$ cat src/logic/limp_home_setpoint_defs.vh
// Offsets, field positions, reset values and timing constants of the limp-home set-point registers.
// Assumes the serial frame decoder hands over a 6-bit register address and one data byte per access.
`ifndef LIMP_HOME_SETPOINT_DEFS_VH
`define LIMP_HOME_SETPOINT_DEFS_VH

// ----------------------------------------------------------------------------
// Register offsets
// ----------------------------------------------------------------------------
`define FILT_REF_LOW_ADDR   6'h22
`define FILT_REF_HIGH_ADDR  6'h23
`define CH1_LEVEL_LOW_ADDR  6'h24
`define CH1_LEVEL_HIGH_ADDR 6'h25
`define CH2_LEVEL_LOW_ADDR  6'h26
`define CH2_LEVEL_HIGH_ADDR 6'h27
`define CH1_PW_LOW_ADDR     6'h28

// ----------------------------------------------------------------------------
// Field layout and reset values
// ----------------------------------------------------------------------------
`define LOW_FIELD_MSB       1
`define REG_RESET           8'h00
`define CODE_RESET          10'h000

// ----------------------------------------------------------------------------
// Filter and PWM timing
// ----------------------------------------------------------------------------
`define FILT_SHIFT          4
`define FILT_WIDTH          14
`define PWM_DIV_WIDTH       8

`endif

$ cat src/logic/limp_home_setpoint_regs.v
// Limp-home set-point register bank: filtered reference readback, analog level codes,
// channel 1 pulse width low byte, and the channel 1 internal PWM generator.
// Assumes a frame decoder outside drives one-cycle read and write strobes synchronous to clock,
// and a converter outside delivers 10-bit reference codes with a one-cycle valid strobe.
`timescale 1ns/10ps
`include "limp_home_setpoint_defs.vh"

module limp_home_setpoint_regs (
  input  wire                        clock,
  input  wire                        sys_rst,
  input  wire [5:0]                  reg_addr,
  input  wire                        reg_wr,
  input  wire                        reg_rd,
  input  wire [7:0]                  reg_wdata,
  output reg  [7:0]                  reg_rdata,
  output reg                         reg_hit,
  input  wire [9:0]                  reference_code,
  input  wire                        reference_valid,
  input  wire                        ch1_internal_pwm_select,
  input  wire [`PWM_DIV_WIDTH-1:0]   pwm_clock_divider,
  input  wire [1:0]                  ch1_pulse_width_msbs,
  input  wire                        ch1_external_dim,
  output reg  [9:0]                  ch1_analog_level_code,
  output reg  [9:0]                  ch2_analog_level_code,
  output reg  [7:0]                  ch1_pulse_width_low,
  output reg  [9:0]                  filtered_reference,
  output reg                         ch1_duty
);

  // ----------------------------------------------------------------------------
  // Address decode
  // ----------------------------------------------------------------------------
  // One compare per register, used by the write strobes, reg_hit and the snapshot strobe; read data has its own case decode.
  wire hit_filt_low;
  wire hit_filt_high;
  wire hit_ch1_low;
  wire hit_ch1_high;
  wire hit_ch2_low;
  wire hit_ch2_high;
  wire hit_pw_low;
  wire hit_any;
  wire rd_filt_high;

  assign hit_filt_low  = (reg_addr == `FILT_REF_LOW_ADDR);
  assign hit_filt_high = (reg_addr == `FILT_REF_HIGH_ADDR);
  assign hit_ch1_low   = (reg_addr == `CH1_LEVEL_LOW_ADDR);
  assign hit_ch1_high  = (reg_addr == `CH1_LEVEL_HIGH_ADDR);
  assign hit_ch2_low   = (reg_addr == `CH2_LEVEL_LOW_ADDR);
  assign hit_ch2_high  = (reg_addr == `CH2_LEVEL_HIGH_ADDR);
  assign hit_pw_low    = (reg_addr == `CH1_PW_LOW_ADDR);
  assign hit_any       = hit_filt_low | hit_filt_high | hit_ch1_low | hit_ch1_high |
                         hit_ch2_low | hit_ch2_high | hit_pw_low;
  assign rd_filt_high  = reg_rd & hit_filt_high;

  // ----------------------------------------------------------------------------
  // Low-pass filter of the reference code
  // ----------------------------------------------------------------------------
  // Accumulator settles at 16 times the code, so the top ten bits are the filtered value.
  reg  [`FILT_WIDTH-1:0] filt_reg;
  reg  [`FILT_WIDTH-1:0] filt_next;
  reg  [9:0]             filt_out_next;
  wire [`FILT_WIDTH-1:0] filt_leak;
  wire [`FILT_WIDTH-1:0] filt_input;

  assign filt_leak  = filt_reg >> `FILT_SHIFT;
  assign filt_input = {{(`FILT_WIDTH-10){1'b0}}, reference_code};

  always @* begin
    filt_next     = filt_reg;
    filt_out_next = filtered_reference;
    if (reference_valid) begin
      filt_next     = filt_reg - filt_leak + filt_input;
      filt_out_next = filt_next[`FILT_WIDTH-1:`FILT_SHIFT];
    end
  end

  always @(posedge clock or posedge sys_rst) begin
    if (sys_rst) begin
      filt_reg <= {`FILT_WIDTH{1'b0}};
    end else begin
      filt_reg <= filt_next;
    end
  end

  always @(posedge clock or posedge sys_rst) begin
    if (sys_rst) begin
      filtered_reference <= `CODE_RESET;
    end else begin
      filtered_reference <= filt_out_next;
    end
  end

  // ----------------------------------------------------------------------------
  // Register writes
  // ----------------------------------------------------------------------------
  // Writes to the two filtered reference addresses match no strobe here and are dropped.
  wire       wr_ch1_low;
  wire       wr_ch1_high;
  wire       wr_ch2_low;
  wire       wr_ch2_high;
  wire       wr_pw_low;
  wire [9:0] ch1_level_next;
  wire [9:0] ch2_level_next;
  reg  [7:0] pw_low_next;

  assign wr_ch1_low  = reg_wr & hit_ch1_low;
  assign wr_ch1_high = reg_wr & hit_ch1_high;
  assign wr_ch2_low  = reg_wr & hit_ch2_low;
  assign wr_ch2_high = reg_wr & hit_ch2_high;
  assign wr_pw_low   = reg_wr & hit_pw_low;

  split_code_next #(
    .CODE_WIDTH (10)
  ) ch1_level_split (
    .wr_low    (wr_ch1_low),
    .wr_high   (wr_ch1_high),
    .wdata     (reg_wdata),
    .code_cur  (ch1_analog_level_code),
    .code_next (ch1_level_next)
  );

  split_code_next #(
    .CODE_WIDTH (10)
  ) ch2_level_split (
    .wr_low    (wr_ch2_low),
    .wr_high   (wr_ch2_high),
    .wdata     (reg_wdata),
    .code_cur  (ch2_analog_level_code),
    .code_next (ch2_level_next)
  );

  always @* begin
    pw_low_next = ch1_pulse_width_low;
    if (wr_pw_low) begin
      pw_low_next = reg_wdata;
    end
  end

  always @(posedge clock or posedge sys_rst) begin
    if (sys_rst) begin
      ch1_analog_level_code <= `CODE_RESET;
    end else begin
      ch1_analog_level_code <= ch1_level_next;
    end
  end

  always @(posedge clock or posedge sys_rst) begin
    if (sys_rst) begin
      ch2_analog_level_code <= `CODE_RESET;
    end else begin
      ch2_analog_level_code <= ch2_level_next;
    end
  end

  always @(posedge clock or posedge sys_rst) begin
    if (sys_rst) begin
      ch1_pulse_width_low <= `REG_RESET;
    end else begin
      ch1_pulse_width_low <= pw_low_next;
    end
  end

  // ----------------------------------------------------------------------------
  // Register reads
  // ----------------------------------------------------------------------------
  // The snapshot is taken from the same value that the high byte returns, never from a later sample.
  reg [1:0] lsb_snap_reg;
  reg [7:0] rdata_mux;
  reg [7:0] rdata_next;
  reg       hit_next;
  reg [1:0] lsb_snap_next;

  // Unmapped addresses read as zero so a host scanning the map sees no stale byte.
  always @* begin
    case (reg_addr)
      `FILT_REF_HIGH_ADDR:  rdata_mux = filtered_reference[9:2];
      `FILT_REF_LOW_ADDR:   rdata_mux = {6'h00, lsb_snap_reg};
      `CH1_LEVEL_LOW_ADDR:  rdata_mux = {6'h00, ch1_analog_level_code[1:0]};
      `CH1_LEVEL_HIGH_ADDR: rdata_mux = ch1_analog_level_code[9:2];
      `CH2_LEVEL_LOW_ADDR:  rdata_mux = {6'h00, ch2_analog_level_code[1:0]};
      `CH2_LEVEL_HIGH_ADDR: rdata_mux = ch2_analog_level_code[9:2];
      `CH1_PW_LOW_ADDR:     rdata_mux = ch1_pulse_width_low;
      default:              rdata_mux = `REG_RESET;
    endcase
  end

  always @* begin
    rdata_next    = reg_rdata;
    hit_next      = 1'b0;
    lsb_snap_next = lsb_snap_reg;
    if (reg_rd) begin
      rdata_next = rdata_mux;
      hit_next   = hit_any;
    end
    if (rd_filt_high) begin
      lsb_snap_next = filtered_reference[1:0];
    end
  end

  always @(posedge clock or posedge sys_rst) begin
    if (sys_rst) begin
      reg_rdata <= `REG_RESET;
    end else begin
      reg_rdata <= rdata_next;
    end
  end

  always @(posedge clock or posedge sys_rst) begin
    if (sys_rst) begin
      reg_hit <= 1'b0;
    end else begin
      reg_hit <= hit_next;
    end
  end

  always @(posedge clock or posedge sys_rst) begin
    if (sys_rst) begin
      lsb_snap_reg <= 2'b00;
    end else begin
      lsb_snap_reg <= lsb_snap_next;
    end
  end

  // ----------------------------------------------------------------------------
  // Channel 1 internal PWM generator
  // ----------------------------------------------------------------------------
  // The divider stretches each count step to divider+1 clocks; a width of 0 gives zero duty.
  reg  [`PWM_DIV_WIDTH-1:0] div_cnt_reg;
  reg  [`PWM_DIV_WIDTH-1:0] div_cnt_next;
  reg  [9:0]                pwm_cnt_reg;
  reg  [9:0]                pwm_cnt_next;
  reg                       duty_next;
  wire [9:0]                ch1_width;
  wire                      div_wrap;

  assign ch1_width = {ch1_pulse_width_msbs, ch1_pulse_width_low};
  assign div_wrap  = (div_cnt_reg >= pwm_clock_divider);

  always @* begin
    div_cnt_next = div_cnt_reg + {{(`PWM_DIV_WIDTH-1){1'b0}}, 1'b1};
    pwm_cnt_next = pwm_cnt_reg;
    if (div_wrap) begin
      div_cnt_next = {`PWM_DIV_WIDTH{1'b0}};
      pwm_cnt_next = pwm_cnt_reg + 10'h001;
    end
  end

  always @* begin
    if (ch1_internal_pwm_select) begin
      duty_next = (pwm_cnt_reg < ch1_width);
    end else begin
      duty_next = ch1_external_dim;
    end
  end

  always @(posedge clock or posedge sys_rst) begin
    if (sys_rst) begin
      div_cnt_reg <= {`PWM_DIV_WIDTH{1'b0}};
    end else begin
      div_cnt_reg <= div_cnt_next;
    end
  end

  always @(posedge clock or posedge sys_rst) begin
    if (sys_rst) begin
      pwm_cnt_reg <= 10'h000;
    end else begin
      pwm_cnt_reg <= pwm_cnt_next;
    end
  end

  always @(posedge clock or posedge sys_rst) begin
    if (sys_rst) begin
      ch1_duty <= 1'b0;
    end else begin
      ch1_duty <= duty_next;
    end
  end

endmodule

// ----------------------------------------------------------------------------
// Next value of one split analog level code
// ----------------------------------------------------------------------------
// The low register carries only the bottom two code bits; the rest of its byte is dropped.
module split_code_next #(
  parameter CODE_WIDTH = 10
) (
  input  wire                  wr_low,
  input  wire                  wr_high,
  input  wire [7:0]            wdata,
  input  wire [CODE_WIDTH-1:0] code_cur,
  output reg  [CODE_WIDTH-1:0] code_next
);

  always @* begin
    code_next = code_cur;
    if (wr_low) begin
      code_next[CODE_WIDTH-9:0] = wdata[`LOW_FIELD_MSB:0];
    end
    if (wr_high) begin
      code_next[CODE_WIDTH-1:CODE_WIDTH-8] = wdata;
    end
  end

endmodule

$ cat config.mk
export PLATFORM = sky130hd
export DESIGN_NAME = limp_home_setpoint_regs
export DESIGN_NICKNAME = d
export VERILOG_FILES = /design/src/logic/limp_home_setpoint_regs.v
export VERILOG_INCLUDE_DIRS = /design/src /design/src/logic
export SDC_FILE = /design/constraint.sdc
export NUM_CORES = 1
export LEC_CHECK = 0
export BUFFER_PORTS_ARGS = -buffer_cell sky130_fd_sc_hd__buf_2
export CORE_MARGIN = 8
export CORE_UTILIZATION = 50
export CTS_CLUSTER_SIZE = 24
export DETAILED_ROUTE_END_ITERATION = 16
export GPL_ROUTABILITY_DRIVEN = 1
export MAX_ROUTING_LAYER = met4
export PLACE_DENSITY = 0.73
export SYNTH_ARGS = -nofsm -noshare
export SYNTH_HDL_FRONTEND = slang
export SYNTH_SLANG_ARGS = --single-unit
$ cat constraint.sdc
create_clock -name clock -period 3.4 [get_ports clock]
set_input_delay 0.34 -clock clock [delete_from_list [all_inputs] [get_ports clock]]
set_output_delay 0.34 -clock clock [all_outputs]
set_load 0.02 [all_outputs]
### Yosys cells after proc, flatten, opt, wreduce, memory -nomap -nowiden

Index checks and enable logic that the tools add are counted.
W data, S select, Z words.

* register bits after elaboration: 82
* bits of input ports: 41
* output and inout bits: 48
* word-level logic and storage cells: 42

* $add $sub $neg: 4
* order comparisons: 2
* equal/unequal tests: 7
* muxes and demuxes: 4
* bitwise operators: 12

Operators by type and width (number)
* $pmux W8 S7: 1
* $eq A6 B6 Y1 const B: 7
* $add A14 B10 Y14: 1
* $sub A14 B10 Y14: 1
* $add A10 B1 Y10 const B: 1
* $lt A10 B10 Y1: 1
* $add A8 B1 Y8 const B: 1
* $ge A8 B8 Y1: 1
* $mux W8: 1
* $and A1 B1 Y1: 6
* $or A1 B1 Y1: 6
* $mux W1: 2

### Depth between registers and ports, before layout

* depth in word-level cells: 8
* gate-level depth with buffers: 12

### Cells and area by module

Synthesis repeated with hierarchy kept, for this count alone.

* cell total of the unflattened synthesis: 438
* area, all modules: 4591.9 um2

Modules (own cells, without submodules)
* limp_home_setpoint_regs: times used 1, cells an instance 416, area each 4284.1 um2, sequential area each 1801.7 um2
* split_code_next: times used 2, cells an instance 11, area each 153.9 um2, sequential area each 0.0 um2

### Worst setup path before layout

No wires, ideal clock.

* kind: input-to-reg
* start: input port reference_code[2]
* end: register filt_reg[10]
* library setup time: 70 ps
* arrival time: 2453 ps
* required time: 3330 ps
* slack: 877 ps
* stages on the path: 10
* path buffers: 0
* path through: inv_1 > fa_1 > inv_1 > ha_1 > nor2b_4 > o31a_1 > o211ai_2 > a21oi_1 > or4_1 > nand3_1

* word-level cells in the longest chain between the ends: 1

Ends and longest elaborated chain
* start, declared: line limp_home_setpoint_regs.v:17 `input wire [9:0] reference_code,`
* $add A14 B10 Y14: line limp_home_setpoint_regs.v:72 `filt_next = filt_reg - filt_leak + filt_input;`
* end signal, assigned: line limp_home_setpoint_regs.v:79 `` filt_reg <= {`FILT_WIDTH{1'b0}}; ``
* end signal, assigned: line limp_home_setpoint_regs.v:81 `filt_reg <= filt_next;`
* end, declared: line limp_home_setpoint_regs.v:59 `` reg [`FILT_WIDTH-1:0] filt_reg; ``

Every way passes these cells.
A chain may end at the register's enable or synchronous reset.

### Worst setup path after layout

* start: register filt_reg[6]
* end: register filt_reg[10]

* word-level cells in the longest chain between the ends: 2

Ends and longest elaborated chain (line)
* $sub A14 B10 Y14: limp_home_setpoint_regs.v:72
* $add A14 B10 Y14: limp_home_setpoint_regs.v:72

Every way passes these cells.

==> results by stage <==
Run status:
- The flow ran to the end, and the final reports show no timing, DRC or antenna violations.

Power and ir drop:
- The switching share of power is between 40% and 50%.
- The combinational share of power is 56.5%.
- The total internal power is around 2600 µW.
- The total net switching power is 2150 µW.
- In this run, flip-flops and latches consume about 28% of the power.
- The power density of the placed cells is approximately 890 nW/µm².
- The worst IR drop on VDD is ~370 µV.
- Of the total power, the clock network draws between 10% and 20%.
- The static power due to leakage is 0.00288 µW.

Synth:
- In the synthesized netlist the dominant register cell turns out to be sky130_fd_sc_hd__dfrtp_1.
- Yosys attributes the largest share of cell area to sky130_fd_sc_hd__dfrtp_1 (39%), sky130_fd_sc_hd__ha_1 (8.8%), sky130_fd_sc_hd__inv_1 (5.3%), sky130_fd_sc_hd__fa_1 (4.3%), sky130_fd_sc_hd__mux2_1 (4.1%).
- The register bit total from synthesis is between 70 and 80.
- Yosys instantiated no cell more often than sky130_fd_sc_hd__dfrtp_1.
- The number of warnings issued by yosys is 0.
- Counting every net in the synthesized netlist gives 559.
- The number of different library cells used by synthesis comes to between 50 and 60.
- The fraction of synthesis flops using an asynchronous set or reset pin is 100%.
- The average instance in the mapped netlist occupies 9.84 µm².
- The post-synthesis cell count is about 480.
- Yosys mapped a number of flops with a built-in enable equal to 0.
- In this run the cell area of the synthesized design comes to roughly 4700 µm².
- Of the post-synthesis cell area, the dominant cell type holds 38.6%.
- The cell taking the most area after synthesis is sky130_fd_sc_hd__dfrtp_1.
- Sorting the synthesized cells by how often they occur yields sky130_fd_sc_hd__dfrtp_1 (72), sky130_fd_sc_hd__inv_1 (66), sky130_fd_sc_hd__nand2_1 (43).
- The sequential-to-total area share from yosys stat is between 30% and 40%.

GRT:
- The via count of the first global-routing pass is 3753.
- The global-route wire length before repair is between 15000 and 20000 µm.
- The initial antenna violation count is 0.
- Across every metal layer, demand over resource in global routing totals 18.0%.
- The total overflow reported by the global router is 0.
- The pin count of the biggest net entering global routing is 54.

Setup path:
- The biggest cell delay along the critical path is about 0.52 ns.
- The signal on the critical path passes through fa_1 -> inv_1 -> ha_1 -> nor2b_4 -> o31a_1 -> o211ai_2 -> a21oi_1 -> or4_1 -> nand3_1.
- The critical path startpoint category is a register.
- The depth of the worst register-to-register path is 9.
- Grouping stages by cell kind, the critical path spends the most delay in adder cells.
- In this run the worst path has a maximum fanout of 4.
- The endpoint kind of the worst setup timing path is a register.
- The cell type of the slowest stage on the worst timing path is sky130_fd_sc_hd__fa_1.
- The setup path with the least slack is of type register to register.
- The sum of buffers and inverters on the critical path is 1.
- The required time of the critical path is roughly 3.7 ns.
- STA puts the critical path data arrival time at ~3.0 ns.
- The cell count along the critical path is 9.

Placement:
- The last weighted congestion value of the routability-driven placer is just under 0.9.
- The number of buffers inserted by port buffering is 88.
- The cell area after placement is 5150 µm².
- Summed over all nets, the half-perimeter wirelength after detailed placement is roughly 8600 µm.

STA:
- After layout, the worst path uses between 70% and 80% of the clock period.
- Headroom to the max-slew limit came out at between 20 and 30%.
- Setup repair after global routing left no endpoint under its margin.
- Counting I/O delays and the setup requirement, the final critical path takes around 2.7 ns.
- The number of failing hold endpoints at the final stage came to 0.
- The highest achievable clock rate is 371 MHz.
- The count of pins over their slew limit came to 0.
- The worst clock skew is about 0.0086 ns.
- The total negative setup slack is 0 ns.
- The count of final setup violators is 0.
- Hold is met by 0.188 ns.
- The slew at the pin closest to its max-slew limit is about 1.1 ns.

Clock tree:
- The number of buffers added for setup after CTS is 0.
- The count of clock tree sinks is roughly 70.
- The clock input transition at the sequential cells of the worst setup and hold paths is roughly 0.08 ns.
- The tree is rooted in a sky130_fd_sc_hd__clkbuf_8.
- The count of hold buffers inserted by post-cts repair is 0.
- The quantity of gates resized following cts is 0.
- The number of H-tree levels is 3.
- The maximum root-to-sink buffer count is 2.
- TritonCTS built the clock tree.
- The clock insertion delay at the later pin of the skew report is about 0.34 ns.
- TritonCTS created 9 clock buffers.

Route:
- The first TritonRoute pass finished after 5 iterations.
- The topmost layer with routed signal wires is met4.
- For this block, the routed nets add up to 10800 µm of wire.
- For this run, design rule violations remaining after detail routing come to 0.
- The first routing iteration left around 280 violations.
- After detailed routing, the met3 layer carries ~690 µm of wire.
- The via-per-instance ratio is ~5.5.
- The count of antenna-violating nets left after detailed routing is 0.
- The detailed-route via count is 3733.
- The routed wirelength normalized by instance count is around 16 µm.
- The routed length on met2 is about 5200 µm.
- The routed metal-1 wirelength is about 4800 µm.

Final layout:
- The register with the most flip-flops in the layout has 14 of them.
- For this run, the post-layout net count is between 600 and 700.
- Once layout is done, the placed cells without fillers occupy about 5400 µm².
- The relative area change from synthesis to final layout is 14.9%.
- The number of fillers in the final layout is between 800 and 900.
- The total inserted antenna cells is 0.
- The final cell utilization of the core is 58.6%.
- The share of cells above drive strength 1 is between 20% and 30%.

Die:
- The initial cell density of the core is ~51%.
- The floorplan step defined a die boundary enclosing between 10000 and 15000 µm².
- The count of standard-cell rows is 35.
- In this run the count of I/O pins placed on the die edge is 89.
- From bottom edge to top edge, the die measures roughly 110 µm.
- The total area inside the core boundary comes to just over 9000 µm².
- Measured along the x axis, the die boundary spans roughly 110 µm.

Run:
- The number of violations of the max-capacitance limit is 0.

Hold path:
- The path category of the worst min-delay check is input port to register.
- The worst hold path passes through 2 cells.
## path summary, 6_finish.rpt
path / start / endpoint / slack (ns)
worst max-delay path: filt_reg[6] / filt_reg[10] / 0.70
worst min-delay path: ch1_internal_pwm_select / ch1_duty / 0.19
worst max register to register: filt_reg[6] / filt_reg[10] / 0.70
worst min register to register: pwm_cnt_reg[9] / pwm_cnt_reg[9] / 0.49
max in group asynchronous: sys_rst / ch1_pulse_width_low[4] / 2.36
min in group asynchronous: sys_rst / ch2_analog_level_code[3] / 0.26
## cell type report
| class | count | area (µm²) | area share (%) |
|---|---|---|---|
| Sequential cell | 72 | 1800 | 33.6 |
| Timing Repair Buffer | 90 | 455 | 8.49 |
| Clock inverter | 7 | 95.1 | 1.77 |
| Tap cell | 111 | 139 | 2.59 |
| Multi-Input combinational cell | 319 | 2500 | 46.7 |
| Clock buffer | 9 | 124 | 2.31 |
| Inverter | 66 | 248 | 4.62 |
## metal layers
layer | track usage (%) | up-vias
li1 | - | 1806
met1 | 22.0 | 1793
met2 | 29.1 | 120
met3 | 4.03 | 14
met4 | 5.58 | 0
met5 | - | -
## cell families (layout without fill, tap and decap cells)
family	after synthesis	after routing	share of synthesized area (%)
compound gates	103	103	15.1
xor+xnor	22	22	4.12
fa+ha+maj	43	43	13.1
buf+inv	84	172	7.85
flops	72	72	38.6
mux	37	37	8.76
simple gates	114	114	12.5
## through the flow
stage / std cells / total power (µW) / worst slack [ns]
CTS: 674 / 4810 / 0.707
global route: 674 / 5200 / 0.519
floorplan: 475 / 3450 / 0.877
global placement: 658 / 3950 / 0.725
detailed placement: 658 / 4020 / 0.657
finish: 674 / 4790 / 0.703
## power groups by stage
stage	Combinational (µW)	Clock (µW)	Sequential (µW)
final	2710	752	1330
after detailed placement	2680	0	1340
after global routing	3040	800	1360
after global placement	2620	0	1330
after CTS	2710	768	1330
after floorplan	2150	0	1300
## placed cells by master, fill, tap and decap left out, types with 6 or more instances in the layout
cell type and count:
sky130_fd_sc_hd__nand2_1 43, sky130_fd_sc_hd__ha_1 33, sky130_fd_sc_hd__o21ai_0 18, sky130_fd_sc_hd__o21ai_1 7, sky130_fd_sc_hd__fa_1 10, sky130_fd_sc_hd__a222oi_1 6, sky130_fd_sc_hd__mux2i_1 6, sky130_fd_sc_hd__a22o_1 10
sky130_fd_sc_hd__nand3_1 9, sky130_fd_sc_hd__nor2_1 20, sky130_fd_sc_hd__buf_2 88, sky130_fd_sc_hd__inv_1 65, sky130_fd_sc_hd__xnor2_1 16, sky130_fd_sc_hd__xor2_1 6, sky130_fd_sc_hd__a21o_1 11, sky130_fd_sc_hd__dfrtp_1 72
sky130_fd_sc_hd__clkbuf_8 9, sky130_fd_sc_hd__and3_1 8, sky130_fd_sc_hd__mux2_2 14, sky130_fd_sc_hd__a21oi_1 20, sky130_fd_sc_hd__mux2_1 17
(Power assumes the default switching activity.)
